===== src/design/eda_pkg.sv =====
/*
 * eda_pkg: constants and carrier types for the extended data addressing block.
 * assumes a 16-bit core with word-aligned stack and a 24-bit paged data space.
 */
package eda_pkg;

	localparam int unsigned PTR_W        = 16;          // data pointer width
	localparam int unsigned PAGE_W       = 10;          // page register width
	localparam int unsigned EXT_ADDR_W   = 24;          // extended address width
	localparam int unsigned OFS_W        = 15;          // offset bits inside a window page
	localparam int unsigned PAGE_LOW_W   = 9;           // page bits used for extended data
	localparam int unsigned PAGE_BYTES   = 32768;       // size of one window page in bytes
	localparam int unsigned WIN_BIT      = 15;          // pointer bit steering into the window
	localparam int unsigned PVIEW_BIT    = 9;           // page bit selecting program view
	localparam int unsigned PVIEW_SEL    = 8;           // page bit picking upper program word
	localparam logic [15:0] BASE_LOW     = 16'h0800;    // lowest legal base data / stack address
	localparam logic [15:0] WIN_START    = 16'h8000;    // start of the upper data window
	localparam logic [9:0]  PAGE_ZERO    = 10'h000;     // page aliasing base memory
	localparam logic [9:0]  PAGE_RST     = 10'h001;     // page registers after reset
	localparam logic [15:0] SP_RST       = 16'h0800;    // stack pointer after reset
	localparam logic [15:0] LIM_RST      = 16'h0000;    // limit reset image (contents undefined)
	localparam int unsigned RD_CYC       = 2;           // cycles of a plain extended read
	localparam int unsigned RPT_CYC_HEAD = 3;           // cycles of first two reads in a loop
	localparam int unsigned RPT_CYC_TAIL = 1;           // cycles of later reads in a loop
	localparam int unsigned RPT_HEAD_N   = 2;           // reads in a loop that take the long form

	// kind of data access presented by the core
	typedef enum logic [1:0]
	{
		EDA_NONE  = 2'b00,
		EDA_READ  = 2'b01,
		EDA_WRITE = 2'b11,
		EDA_RMW   = 2'b10
	} eda_acc_t;

	// kind of stack operation presented by the core
	typedef enum logic [1:0]
	{
		EDA_SNONE = 2'b00,
		EDA_PUSH  = 2'b01,
		EDA_POP   = 2'b11,
		EDA_SLIM  = 2'b10
	} eda_stk_t;

	// one data access request
	typedef struct packed
	{
		eda_acc_t   kind;      // read, write or read-modify-write
		logic [15:0] ptr;      // 16-bit pointer
		logic       in_rpt;    // issued under a repeat loop
		logic       rpt_first; // first iteration of that loop
	} eda_req_t;

	// resolved address
	typedef struct packed
	{
		logic [23:0] addr;     // effective address
		logic        pview;    // program view access
		logic        ext;      // went through the window
		logic        wr;       // write strobe
		logic        rd;       // read strobe
	} eda_addr_t;

endpackage : eda_pkg


===== src/design/eda_core.sv =====
/*
 * eda_core: extends 16-bit pointers into the paged data space, checks page zero,
 * paces extended reads, and keeps the software stack pointer with its limit checks.
 * assumes the core holds a request steady until done_o, and issues one at a time.
 */
`timescale 1ns/10ps

// Operation
// [RQ1] window pages are 32 Kbytes each
// [RQ2] reads use read page, writes write page
// [RQ3] page plus pointer forms 24-bit address
// [RQ4] page zero through window traps address error
// [RQ5] read: nine page bits with fifteen offset
// [RQ6] core loads page, offset, then sets bit15
// [RQ7] extended read costs one extra cycle
// [RQ8] looped reads: three, three, then one
// [RQ9] write: nine page bits with fifteen offset
// [RQ10] extended writes finish in one cycle
// [RQ11] pointer wrap never advances page registers
// [RQ12] core avoids read-modify-write inside loops
// [RQ13] read-modify-write takes read page register
// [RQ14] pointer below 8000h ignores page registers
// [RQ15] stack grows up, post-increment, pre-decrement
// [RQ16] call push clears program counter top byte
// [RQ17] exception push packs status low byte
// [RQ18] limit bit zero forced clear
// [RQ19] push at limit passes, next one traps
// [RQ20] stack pointer below 0800h traps
// [RQ21] core avoids limit write then stack read
// [RQ22] traps are one-cycle pulses, access suppressed
module eda_core
	import eda_pkg::*;
#(
	parameter int unsigned PAGE_WIDTH = PAGE_W      // page register width
)
(
	// clock and reset
	input  wire logic              REF_CLK_I,
	input  wire logic              RESET_I,
	// page register loads
	input  wire logic              RD_PAGE_WE_I,
	input  wire logic              WR_PAGE_WE_I,
	input  wire logic [9:0]        PAGE_DATA_I,
	// data access request
	input  wire eda_req_t          REQ_I,
	// stack operation request
	input  wire eda_stk_t          STK_OP_I,
	input  wire logic              STK_EXC_I,
	input  wire logic [15:0]       STK_DATA_I,
	input  wire logic [22:0]       STK_PC_I,
	input  wire logic [7:0]        STK_STATUS_LOW_I,
	// resolved access
	output eda_addr_t              ACC_O,
	output logic                   DONE_O,
	// stack results
	output logic [15:0]            SP_O,
	output logic [15:0]            STK_ADDR_O,
	output logic [15:0]            STK_LO_O,
	output logic [15:0]            STK_HI_O,
	output logic                   STK_WR_O,
	// page register view
	output logic [9:0]             RD_PAGE_O,
	output logic [9:0]             WR_PAGE_O,
	// trap events
	output logic                   ADDR_TRAP_O,
	output logic                   STK_TRAP_O
);

	initial
	begin
		if (PAGE_WIDTH != PAGE_W)
			$error("eda_core: page width must be 10");
		if (PAGE_BYTES != (1 << OFS_W))          // RQ1
			$error("eda_core: page size must match window");
	end

	// is a pointer steered into the upper window
	function automatic logic in_window(input logic [15:0] p);
		in_window = p[WIN_BIT];
	endfunction : in_window

	// page registers
	logic [9:0]  rd_page_reg, rd_page_next;   // read page select
	logic [9:0]  wr_page_reg, wr_page_next;   // write page select

	// access pacing
	logic [1:0]  wait_reg, wait_next;         // remaining stall cycles
	logic [1:0]  rpt_cnt_reg, rpt_cnt_next;   // long-form looped reads seen so far
	eda_addr_t   acc_reg, acc_next;           // registered resolved access
	logic        done_reg, done_next;         // access completion pulse
	logic        atrap_reg, atrap_next;       // address error pulse

	// stack state
	logic [15:0] sp_reg, sp_next;             // stack pointer
	logic [15:0] lim_reg, lim_next;           // stack limit value
	logic [15:0] saddr_reg, saddr_next;       // address used by last stack op
	logic [15:0] slo_reg, slo_next;           // low pushed word
	logic [15:0] shi_reg, shi_next;           // high pushed word
	logic        swr_reg, swr_next;           // stack write strobe
	logic        strap_reg, strap_next;       // stack error pulse

	// page register next values: only explicit loads change them
	always_comb
	begin
		rd_page_next = rd_page_reg;
		wr_page_next = wr_page_reg;
		if (RD_PAGE_WE_I)
			rd_page_next = PAGE_DATA_I;          // RQ11
		if (WR_PAGE_WE_I)
			wr_page_next = PAGE_DATA_I;          // RQ11
	end

	// address forming, page check and read pacing
	always_comb
	begin
		logic [9:0] pg;
		logic       is_rd;
		logic       start;
		pg           = rd_page_reg;
		is_rd        = 1'b0;
		start        = 1'b0;
		wait_next    = wait_reg;
		rpt_cnt_next = rpt_cnt_reg;
		acc_next     = '0;
		done_next    = 1'b0;
		atrap_next   = 1'b0;
		if (wait_reg != 2'd0)
		begin
			// stalling an extended read
			wait_next = wait_reg - 2'd1;
			acc_next  = acc_reg;
			acc_next.rd = 1'b0;
			if (wait_reg == 2'd1)
				done_next = 1'b1;
		end
		else if (REQ_I.kind != EDA_NONE && !done_reg)
		begin
			start = 1'b1;
			is_rd = (REQ_I.kind != EDA_WRITE);     // RQ13
			pg    = is_rd ? rd_page_reg : wr_page_reg; // RQ2
			if (!in_window(REQ_I.ptr))
			begin
				// base space, pages ignored
				acc_next.addr = {8'h00, REQ_I.ptr};   // RQ14
				acc_next.rd   = is_rd;
				acc_next.wr   = !is_rd;
				done_next     = 1'b1;
			end
			else if (pg == PAGE_ZERO)
			begin
				// page zero aliases base memory: trap, no access
				atrap_next = 1'b1;                     // RQ4 RQ22
				done_next  = 1'b1;
			end
			else
			begin
				acc_next.ext = 1'b1;
				if (is_rd && pg[PVIEW_BIT])
				begin
					// program view: eight page bits, word half select
					acc_next.pview = 1'b1;             // RQ2
					acc_next.addr  = {pg[PVIEW_SEL], pg[7:0], REQ_I.ptr[14:0]};
				end
				else
					acc_next.addr = {pg[PAGE_LOW_W-1:0], REQ_I.ptr[OFS_W-1:0]}; // RQ3 RQ5 RQ9
				acc_next.rd = is_rd;
				acc_next.wr = !is_rd;
				if (!is_rd)
					done_next = 1'b1;                  // RQ10
				else if (REQ_I.in_rpt)
				begin
					// looped reads: first two long, then single
					if (REQ_I.rpt_first)
						rpt_cnt_next = 2'd1;
					else if (rpt_cnt_reg < 2'(RPT_HEAD_N))
						rpt_cnt_next = rpt_cnt_reg + 2'd1;
					if (REQ_I.rpt_first || rpt_cnt_reg < 2'(RPT_HEAD_N))
						wait_next = 2'(RPT_CYC_HEAD - 1); // RQ8
					else
						done_next = 1'b1;              // RQ8
				end
				else
					wait_next = 2'(RD_CYC - 1);        // RQ7
			end
		end
		if (start && !REQ_I.in_rpt)
			rpt_cnt_next = 2'd0;
	end

	// stack pointer, limit and trap checks
	always_comb
	begin
		logic [15:0] dec;
		dec        = sp_reg - 16'd2;
		sp_next    = sp_reg;
		lim_next   = lim_reg;
		saddr_next = saddr_reg;
		slo_next   = slo_reg;
		shi_next   = shi_reg;
		swr_next   = 1'b0;
		strap_next = 1'b0;
		case (STK_OP_I)
			EDA_SLIM:
				lim_next = {STK_DATA_I[15:1], 1'b0};  // RQ18
			EDA_PUSH:
			begin
				saddr_next = sp_reg;
				if (sp_reg > lim_reg || sp_reg < BASE_LOW)
					strap_next = 1'b1;                 // RQ19 RQ20 RQ22
				else
				begin
					// post-increment by two words for the pc pair
					sp_next  = sp_reg + 16'd4;         // RQ15
					swr_next = 1'b1;
					slo_next = {STK_PC_I[15:1], 1'b0};
					if (STK_EXC_I)
						shi_next = {STK_STATUS_LOW_I, 1'b0, STK_PC_I[22:16]}; // RQ17
					else
						shi_next = {8'h00, 1'b0, STK_PC_I[22:16]};     // RQ16
				end
			end
			EDA_POP:
			begin
				saddr_next = dec;
				if (dec < BASE_LOW)
					strap_next = 1'b1;                 // RQ20 RQ22
				else
					sp_next = dec;                     // RQ15
			end
			default:
				;
		endcase
	end

	// register all state
	always_ff @(posedge REF_CLK_I)
	begin
		if (RESET_I)
		begin
			rd_page_reg <= PAGE_RST;
			wr_page_reg <= PAGE_RST;
			wait_reg    <= 2'd0;
			rpt_cnt_reg <= 2'd0;
			acc_reg     <= '0;
			done_reg    <= 1'b0;
			atrap_reg   <= 1'b0;
			sp_reg      <= SP_RST;
			lim_reg     <= LIM_RST;
			saddr_reg   <= 16'h0000;
			slo_reg     <= 16'h0000;
			shi_reg     <= 16'h0000;
			swr_reg     <= 1'b0;
			strap_reg   <= 1'b0;
		end
		else
		begin
			rd_page_reg <= rd_page_next;
			wr_page_reg <= wr_page_next;
			wait_reg    <= wait_next;
			rpt_cnt_reg <= rpt_cnt_next;
			acc_reg     <= acc_next;
			done_reg    <= done_next;
			atrap_reg   <= atrap_next;
			sp_reg      <= sp_next;
			lim_reg     <= lim_next;
			saddr_reg   <= saddr_next;
			slo_reg     <= slo_next;
			shi_reg     <= shi_next;
			swr_reg     <= swr_next;
			strap_reg   <= strap_next;
		end
	end

	// outputs straight from flip-flops
	assign ACC_O       = acc_reg;
	assign DONE_O      = done_reg;
	assign SP_O        = sp_reg;
	assign STK_ADDR_O  = saddr_reg;
	assign STK_LO_O    = slo_reg;
	assign STK_HI_O    = shi_reg;
	assign STK_WR_O    = swr_reg;
	assign RD_PAGE_O   = rd_page_reg;
	assign WR_PAGE_O   = wr_page_reg;
	assign ADDR_TRAP_O = atrap_reg;
	assign STK_TRAP_O  = strap_reg;
endmodule : eda_core


===== config.mk =====
export PLATFORM = sky130hd
export DESIGN_NAME = eda_core
export DESIGN_NICKNAME = d
export VERILOG_FILES = /design/src/design/eda_pkg.sv /design/src/design/eda_core.sv
export SDC_FILE = /design/constraint.sdc
export NUM_CORES = 1
export LEC_CHECK = 0
export ABC_CLOCK_PERIOD_IN_PS = 3140
export BUFFER_PORTS_ARGS = -buffer_cell sky130_fd_sc_hd__buf_2
export CORE_MARGIN = 1.5
export CORE_UTILIZATION = 53
export CTS_BUF_LIST = sky130_fd_sc_hd__clkbuf_4 sky130_fd_sc_hd__clkbuf_8
export CTS_CLUSTER_DIAMETER = 60
export DETAILED_ROUTE_END_ITERATION = 8
export HOLD_SLACK_MARGIN = 0.05
export PLACE_DENSITY = 0.86
export REMOVE_ABC_BUFFERS = 1
export SETUP_SLACK_MARGIN = 0.1
export SLEW_MARGIN = 20
export SYNTH_ARGS = -nofsm -noshare
export SYNTH_HDL_FRONTEND = slang
export SYNTH_SLANG_ARGS = --single-unit

===== constraint.sdc =====
create_clock -name REF_CLK_I -period 3.14 [get_ports REF_CLK_I]
set_input_delay 0.942 -clock REF_CLK_I [delete_from_list [all_inputs] [get_ports REF_CLK_I]]
set_output_delay 0.942 -clock REF_CLK_I [all_outputs]
set_load 0.03 [all_outputs]

* Word level (Yosys, flattened, before mapping)
Cells that the tools add are included.
Word-level totals: flip-flop bits (word level) 134, latch bits 0, bits in writable memories 0, bits in read-only memories 0, input port bits 84, output and inout bits 116, word-level logic and storage cells 101, memories kept 0
Operators by class: add/subtract/negate cells 4, $mul 0, div/mod/pow operators 0, $lt $le $gt $ge 4, equal/unequal tests 9, shifts and indexed selects 0, muxes and demuxes 36, bitwise gates (word level) 6, reduce and logical (&&, ||, !) cells 24
Operator list (count):
- case mux 16 bit (2 select lines) | 2
- 2-to-1 mux 28 bit | 2
- 2-to-1 mux 16 bit | 3
- less-than comparator 16 x 12 -> 1 bit, second input constant | 2
- 2-to-1 mux 24 bit | 1
- 2-to-1 mux 2 bit | 11
- adder 16 x 3 -> 16 bit, second input constant | 1
- > comparator 16 bit | 1
- subtractor 16 x 2 -> 16 bit, second input constant | 1
- 2-to-1 mux 1 bit | 15
- nonzero test 2 bit | 7
- logical NOT 10 bit | 1
- 2-to-1 mux 10 bit | 1
- != test 2 bit, second input constant | 4
- AND reduction 7 bit | 1
- inverter 1 bit | 6
- AND reduction 5 bit | 1
- equality test 2 x 1 -> 1 bit, second input constant | 2
- equality test 2 bit, second input constant | 2
- OR reduction 2 bit | 2
- OR reduction 4 bit | 1
- logical AND 1 bit | 3
- logical NOT 1 bit | 3
- != test 3 x 1 -> 1 bit, second input constant | 1
- other kinds (8) | 9

* Longest topological paths before layout
Gate-level depths: netlist of the first run.
depth after elaboration 9, mapped depth 11

* Worst setup path after synthesis of the first run
No wires, ideal clock.
path type reg2reg, from reg sp_reg[2], in the netlist SP_O[2], to reg sp_reg[13], in the netlist SP_O[13], data arrival time 2845 ps, required time 3019 ps, setup slack 174 ps, cell stages (with the launch flop) 11, cells stage by stage dfxtp_1 > inv_1 > ha_1 > or4b_1 > buf_2 > or3_4 > xnor2_2 > nor4_2 > a21oi_2 > o211ai_2 > mux2_4
Between the ends: word-level cells in the longest chain between the ends 4
RTL lines:
- start: declaration | RTL line eda_core.sv:94 | logic [15:0] sp_reg, sp_next;
- start signal: assignment | RTL line eda_core.sv:264 | sp_reg <= sp_next;
- subtractor 16 x 2 -> 16 bit, or another cell as far along | RTL line eda_core.sv:194 | dec = sp_reg - 16'd2;
- less-than comparator 16 x 12 -> 1 bit or logical OR 1 bit (tied branches) | RTL line eda_core.sv:225, eda_core.sv:208
- != test 2 bit (no line)
- AND reduction 3 bit (no line)
Several ways; a longest one is shown, not always the timed one. The select of a mux whose other input is x is not followed. A chain may end at the register's enable or synchronous reset.

* Worst setup path in the final report of the first run
from reg sp_reg[1], in the netlist SP_O[1], to reg sp_reg[13], in the netlist SP_O[13]
The elaborated chain is that of the path after synthesis.

==> run metrics, run 1 <==
status=complete, no violations; Final Util=between 60% and 70%; syn_area_per_cell=8.40 um2; TritonCTS clock tree=done; io pins=200; Tcrit/Tclk final=92.0%; full die area=12100 um2; max reg flops=28; CP max stage delay=~0.48 ns; post-CTS setup buffer count=0; worst hold path class=reg -> reg; CTS resizes=0; placed instance count=a little over 1000; DRT antenna net count=0; Finished Layout Cells=1066; LEAKAGE=0.00350 uW; max cap viols=0; Mapped Cells=slightly above 700; CTS H-tree depth=4; area grow syn2layout=25.2%; Core ar.=11000 um2; Sink Count=between 100 and 150; Initial Utilization=55.2%; commonest non-fill, non-tap cell in the layout=buf_2; Clock Tree Buf Depth=2; most used flip-flop cell after synthesis=dfxtp_1; setup violators final=0; CP Data Required Time=3.48 ns; largest net degree at the start of global routing=between 40 and 50; fill count=902; cells along the critical path=inv_1, ha_1, or4b_1, or3_4, xnor2_2, nor4_2, buf_4, a21oi_2, o211ai_2, mux2_4; post-route DRC violation count=0; Setup TNS=0 ns; share of cells above drive strength 1=29.4%; Yosys reg bits=131; die height=around 110 um; DR vias/cell=roughly 5.5; nets@finish=1019; final WL=16200 um; Slew @ Worst Pin=1.00 ns; first-pass GRT wire length=~25000 um; Worst VDD drop=roughly 0.4 mV; Worst R2R End=SP_O[13]$_SDFFE_PP0P_; RR Startpoint=SP_O[1]$_SDFFE_PP0P_; final antenna diode count=0; gpl congestion=0.918; pwr/cell area=about 570 nW/um2; Post-CTS Hold Buffers=0; final slew viol count=0; port bufs=193; Crit Path Max Fanout=9; FF-to-FF setup slack=0.25 ns; hold worst-path end=ACC_O[2]$_SDFFE_PP0P_; Fin Clk Skew=0.00918 ns; critical path launch point type=register; hold path cells=2; post-synthesis cell area=6090 um2; DP HPWL=~12000 um; r2r worst-path depth=10; Final Hold Viols=0; RSZ-0062 raised after global routing=no; clk slew on worst S/H paths=0.07 ns; 1st-iter DRT viols=409; Max-slew headroom=32.9%; vias in the first global route=5517; root buf cell=clkbuf_8; WP buf/inv=2; CP max-delay cell=or4b_1; num rows=38; initial antenna violation count=0; Total GRT Usage=26.7%; first-pass iteration count of the detailed router=5; Post-synth EDFFs=0; delay-heaviest family, CP=simple AND/OR/NAND/NOR gates; Skew-Pair Late Insertion Delay=0.44 ns; yosys warns=0; Hold Crit Start=ACC_O[2]$_SDFFE_PP0P_; crit path DAT=3.23 ns; Netlist cell types=66; GR Overflow Total=0; async set-reset flop share out of synthesis=0%; highest clock rate=0.346 GHz; commonest non-fill, non-tap cells in the layout=192 x buf_2, 131 x dfxtp_1, 117 x nor2_1; DR vias=5887; Tmin final=2.89 ns; Min Hold Slack=roughly 0.45 ns; Crit Path Category=reg -> reg; WL per Instance=between 15 and 20 um; Die X=110 um; CP Capture Type=register; register area share after synthesis=43.1%; CTS Buf Count=17
==> metal layers <==
metal	part of all wire [%]	GRT usage, %	up-vias	routed length (um)
met1	43	32.3	2737	6910
met2	48	44.5	238	7810
met5	0	0	-	0
met3	6.7	7.00	28	1090
met4	2.1	12.3	0	344
li1	-	-	2884	-
==> final cells by class <==
class                      instances  area [um2]  share of cell area, %
multi-input combinational        517        3140                   41.2
sequential                       131        2620                   34.4
timing repair buffer             220        1180                   15.5
clock buffer                      21         270                   3.54
tap                              140         175                   2.30
clock inverter                     9         133                   1.74
inverter                          28         105                   1.38
==> cells in the mapped netlist, drive strengths merged (2+ instances only) <==
cell	n	area share (%)
and3	4	0.49
o211ai	2	0.33
inv	27	1.7
a21o	2	0.25
dfxtp	131	43
nand4	5	0.51
a32o	3	0.49
nor4	12	1.3
a31oi	4	0.41
ha	20	4.1
or3	5	0.70
o32ai	2	0.29
clkbuf	37	2.3
o21ai	12	1.0
a21boi	2	0.25
a21oi	63	5.2
a41o	2	0.37
xor2	5	0.72
buf	15	1.7
nand3	21	1.7
nand3b	3	0.37
nor2	117	7.2
or2	3	0.31
xnor2	9	1.4
mux2i	46	7.6
or4	2	0.31
nor3	16	1.3
and2	5	0.51
nand2	79	4.9
a211oi	18	2.4
a41oi	2	0.29
nor2b	2	0.21
mux2	3	0.62
nand2b	10	1.0
a22oi	17	2.1
a31o	5	0.72
a311oi	3	0.43
==> metrics by stage <==
step	power (uW)	cell area, um2	setup WS [ns]
after floorplan	2540	5860	-2.90
after CTS	4360	7630	0.274
after detailed placement	2910	7230	0.273
after global placement	2880	7230	0.303
final	4340	7630	0.251
after global routing	4530	7630	0.113
==> cells by family after synthesis <==
group / count (synthesis) / share of synthesized area (%)
other: 1 / 0.0616
AND/OR/NAND/NOR: 285 / 21.1
XOR/XNOR: 14 / 2.14
buffers and inverters: 80 / 5.69
flip-flops: 131 / 43.1
multiplexers: 49 / 8.18
adder cells (fa/ha/maj): 20 / 4.11
AO/OA/AOI/OAI: 145 / 15.7
==> worst max-delay path by stage <==
stage                              start                       end  slack (ns)  cells past startpoint
detailed placement           STK_OP_I[1]     SP_O[15]$_SDFFE_PP0P_        0.27                      8
CTS                 SP_O[1]$_SDFFE_PP0P_     SP_O[13]$_SDFFE_PP0P_        0.27                     10
floorplan           SP_O[5]$_SDFFE_PP0P_  STK_HI_O[0]$_SDFFE_PP0P_       -2.90                      8
global route        SP_O[1]$_SDFFE_PP0P_     SP_O[13]$_SDFFE_PP0P_        0.11                     10
finish              SP_O[1]$_SDFFE_PP0P_     SP_O[13]$_SDFFE_PP0P_        0.25                     10
global placement    SP_O[1]$_SDFFE_PP0P_     SP_O[13]$_SDFFE_PP0P_        0.30                     10
==> worst register-to-register path, cell delays in order, from the launching register on <==
cell and delay [ns]:
dfxtp_1 0.34, inv_1 0.14, ha_1 0.23, or4b_1 0.48, or3_4 0.41, xnor2_2 0.14
nor4_2 0.06, buf_4 0.15, a21oi_2 0.36, o211ai_2 0.15, mux2_4 0.31
==> report_power, final <==
group          switching, uW  internal [uW]  leakage [uW]
sequential              67.1           1760       0.00107
clock                    634            821      0.000190
combinational            663            388       0.00224
(Power assumes the default switching activity.)
==> run 2: changes to the inputs <==
RECOVER_POWER = 25   (was default)
==> run metrics, run 2 (synthesis results as in run 1) <==
status=complete, no violations; Min Hold Slack=0.455 ns; max cap viols=0; Worst R2R End=SP_O[13]$_SDFFE_PP0P_; Skew-Pair Late Insertion Delay=about 0.44 ns; Initial Utilization=55.2%; Max-slew headroom=32.7%; CP Data Required Time=3.47 ns; placed instance count=1036; FF-to-FF setup slack=0.25 ns; Slew @ Worst Pin=1.01 ns; vias in the first global route=5517; area grow syn2layout=24.8%; Hold Crit Start=lim_reg[3]$_SDFFE_PP0N_; CTS Buf Count=17; Core ar.=11000 um2; final WL=16100 um; highest clock rate=0.346 GHz; port bufs=193; Crit Path Max Fanout=9; WL per Instance=15.1 um; final slew viol count=0; GR Overflow Total=0; Sink Count=131; DP HPWL=roughly 12000 um; r2r worst-path depth=10; gpl congestion=0.918; full die area=12100 um2; total power=4330 uW; CTS resizes=0; clk slew on worst S/H paths=about 0.07 ns; Tcrit/Tclk final=approximately 92%; Fin Clk Skew=0.0101 ns; LEAKAGE=0.00345 uW; DRT antenna net count=0; Total GRT Usage=26.7%; worst hold path class=reg -> reg; hold worst-path end=lim_reg[3]$_SDFFE_PP0N_; Post-CTS Hold Buffers=0; num rows=38; nets@finish=1019; DR vias/cell=5.53; largest net degree at the start of global routing=46; share of cells above drive strength 1=27.9%; Tmin final=2.89 ns; pwr/cell area=570 nW/um2; post-route DRC violation count=0; Finished Layout Cells=1066; TritonCTS clock tree=done; root buf cell=clkbuf_8; Crit Path Category=reg -> reg; Final Hold Viols=0; first-pass GRT wire length=25300 um; Die X=between 100 and 150 um; Worst VDD drop=approximately 0.41 mV; Clock Tree Buf Depth=2; 1st-iter DRT viols=411; io pins=200; final antenna diode count=0; commonest non-fill, non-tap cell in the layout=buf_2; fill count=915; initial antenna violation count=0; first-pass iteration count of the detailed router=5; die height=110 um; commonest non-fill, non-tap cells in the layout=182 x buf_2, 131 x dfxtp_1, 117 x nor2_1; hold path cells=2; sequential cell area=2620 um2; CP Capture Type=register; post-CTS setup buffer count=0; crit path DAT=3.23 ns; DR vias=5891; CTS H-tree depth=4; max reg flops=28; RSZ-0062 raised after global routing=no; RR Startpoint=SP_O[1]$_SDFFE_PP0P_; Multi-input gate area=about 3100 um2; critical path launch point type=register; setup violators final=0
run 2: worst max-delay path by stage:
stage	start	to	slack, ns	cells past startpoint
2_1_floorplan	SP_O[5]$_SDFFE_PP0P_	STK_HI_O[0]$_SDFFE_PP0P_	-2.90	8
3_3_place_gp	SP_O[1]$_SDFFE_PP0P_	SP_O[13]$_SDFFE_PP0P_	0.30	10
3_5_place_dp	STK_OP_I[1]	SP_O[15]$_SDFFE_PP0P_	0.27	8
4_1_cts	SP_O[1]$_SDFFE_PP0P_	SP_O[13]$_SDFFE_PP0P_	0.27	10
5_1_grt	SP_O[1]$_SDFFE_PP0P_	SP_O[13]$_SDFFE_PP0P_	0.11	10
6_report	SP_O[1]$_SDFFE_PP0P_	SP_O[13]$_SDFFE_PP0P_	0.25	10
run 2: worst max-delay path, cell delays in order (launching register included):
cell and delay, ns:
dfxtp_1 0.34, inv_1 0.14, ha_1 0.24, or4b_1 0.48
or3_4 0.41, xnor2_2 0.14, nor4_2 0.06, buf_4 0.15
a21oi_2 0.36, o211ai_2 0.15, mux2_4 0.31
run 2: metrics by stage:
stage                     utilization [%]  TNS (ns)  setup slack, ns  cell area, um2
after floorplan                         -    -89.49            -2.90            5860
after global placement               65.5         0            0.303            7230
after detailed placement             65.5         0            0.273            7230
after CTS                            69.2         0            0.274            7630
after global routing                 68.9         0            0.113            7600
final                                68.9         0            0.249            7600
run 2: power by group:
group | switching (uW) | leakage, uW | internal (uW) | total [uW]
Combinational | 664 | 0.00219 | 383 | 1050
Sequential | 67.2 | 0.00107 | 1760 | 1830
Clock | 632 | 0.000190 | 821 | 1450
Total | 1360 | 0.00345 | 2970 | 4330
run 2: routing by layer:
| layer | wire length (um) | track usage (%) | vias to the layer above |
|---|---|---|---|
| met2 | 7700 | 44.5 | 228 |
| met4 | 369 | 12.3 | 0 |
| met3 | 1020 | 7.00 | 32 |
| met5 | 0 | 0 | - |
| met1 | 7020 | 32.3 | 2753 |
| li1 | - | - | 2878 |
run 2: final cells by class:
class / count / share of cell area [%]
timing repair buffer: 220 / 15.2
tap: 140 / 2.30
multi-input combinational: 517 / 41.3
sequential: 131 / 34.5
inverter: 28 / 1.38
clock buffer: 21 / 3.56
clock inverter: 9 / 1.74
==> run 3: changes to the inputs <==
ABC_CLOCK_PERIOD_IN_PS = 2700   (was 3140)
RECOVER_POWER = default   (was 25)
SLEW_MARGIN = 25   (was 20)
clock period = 2.7 ns   (was 3.14 ns; I/O delays follow)
==> run metrics, run 3 (synthesis results as in run 1) <==
status=complete, no violations; FF-to-FF setup slack=around 0.067 ns; commonest non-fill, non-tap cells in the layout=192 x buf_2, 125 x dfxtp_1, 117 x nor2_1; CP startpoint=SP_O[13]$_SDFFE_PP0P_; Min Hold Slack=0.457 ns; Tmin final=approximately 2.6 ns; vias in the first global route=~5500; RSZ-0062 raised after global routing=yes; critical path launch point type=register; fill count=slightly below 900; Sink Count=131; Slew @ Worst Pin=0.996 ns; final antenna diode count=0; full die area=12100 um2; highest clock rate=approximately 0.38 GHz; CTS H-tree depth=4; RR Startpoint=SP_O[13]$_SDFFE_PP0P_; Die X=110 um; Clock Tree Buf Depth=2; Max-slew headroom=33.4%; initial antenna violation count=0; max cap viols=0; WL per Instance=around 16 um; area grow syn2layout=32.6%; post-route DRC violation count=0; Core ar.=11000 um2; port bufs=193; crit path DAT=2.95 ns; final WL=17400 um; Setup TNS=0 ns; largest net degree at the start of global routing=50; Final Hold Viols=0; GR Overflow Total=0; 1st-iter DRT viols=416; nets@finish=1056; Total GRT Usage=27.5%; first-pass GRT wire length=approximately 26000 um; num rows=38; first-pass iteration count of the detailed router=5; Hold Crit Start=lim_reg[9]$_SDFFE_PP0N_; placed instance area=7450 um2; CTS Buf Count=17; final slew viol count=0; CP Data Required Time=3.02 ns; Tcrit/Tclk final=97.5%; share of cells above drive strength 1=35.5%; pwr/cell area=between 600 and 700 nW/um2; worst hold path class=reg -> reg; commonest non-fill, non-tap cell in the layout=buf_2; DR vias=slightly above 6000; DR vias/cell=5.51; root buf cell=clkbuf_8; Initial Utilization=55.2%; max reg flops=28; clk slew on worst S/H paths=~0.080 ns; LEAKAGE=~0.0037 uW; DRT antenna net count=0; Fin Clk Skew=0.0160 ns; io pins=200; DP HPWL=12100 um; CP Capture Type=register; Finished Cell Area=8070 um2; Crit Path Category=reg -> reg; TritonCTS clock tree=done; Skew-Pair Late Insertion Delay=0.43 ns; Post-CTS Hold Buffers=0; gpl congestion=just over 0.9; Worst VDD drop=about 0.38 mV; setup violators final=0; Crit Path Max Fanout=4; die height=roughly 110 um
-- run 3: cell count changes in the layout (fill, tap and decap cells not counted), moves of 3 or more --
cell / previous run / this run
buf_2: 182 / 192
ha_4: 0 / 4
a21oi_1: 62 / 57
buf_6: 0 / 9
bufinv_16: 3 / 0
clkbuf_1: 14 / 0
dfxtp_2: 0 / 5
inv_6: 0 / 4
ha_1: 20 / 16
a21oi_2: 1 / 5
buf_4: 23 / 54
dfxtp_1: 131 / 125
-- run 3: path summary, 6_finish.rpt --
path                                                end  cells past startpoint
worst max-delay path               SP_O[8]$_SDFFE_PP0P_                     10
worst min-delay path            lim_reg[9]$_SDFFE_PP0N_                      2
worst max register to register     SP_O[8]$_SDFFE_PP0P_                     10
worst min register to register  lim_reg[9]$_SDFFE_PP0N_                      2
-- run 3: worst max-delay path, stage by stage, from the launching register on --
cell and delay [ns]:
dfxtp_1 0.38, ha_1 0.34, nand4_1 0.19, nor4_2 0.40, a21o_1 0.20, a41oi_2 0.06
buf_6 0.18, a211oi_4 0.26, buf_6 0.16, o21ai_2 0.06, mux2_4 0.29
-- run 3: layout make-up --
cell class	count	area [um2]	share of cell area, %
clock inverters	13	100	1.24
flip-flops and latches	131	2630	32.6
repair buffers	257	1510	18.7
well taps	140	175	2.17
clock buffers	19	255	3.16
multi-input cells	517	3290	40.8
inverters	28	105	1.30
-- run 3: repair_timing --
| item | CTS | global route |
|---|---|---|
| buffers inserted | 0 | 6 |
| pin swaps | 3 | 16 |
| gates cloned | 0 | 1 |
| setup endpoints to repair | 38 | 45 |
| gates resized for setup | 12 | 36 |
-- run 3: where the power goes --
| part | switching, uW | total (uW) | internal (uW) |
|---|---|---|---|
| Sequential | 75.5 | 2130 | 2050 |
| Clock | 810 | 1490 | 682 |
| Combinational | 854 | 1450 | 599 |
| Total | 1740 | 5070 | 3330 |
-- run 3: metal layers --
layer	share of wire, %	vias up	track usage [%]
li1	-	2961	-
met1	41	2813	34.6
met2	49	277	45.1
met3	7.5	35	6.06
met4	2.2	0	12.3
met5	0	-	0
-- run 3: stage by stage --
step | std cells | setup slack (ns) | power [uW] | util [%]
floorplan | 676 | -3.34 | 2960 | -
global placement | 1066 | 0.0531 | 3440 | 67.5
detailed placement | 1066 | 0.0371 | 3470 | 67.5
CTS | 1098 | 0.105 | 4970 | 71.2
global route | 1105 | -0.0776 | 5310 | 73.2
finish | 1105 | 0.0667 | 5070 | 73.2
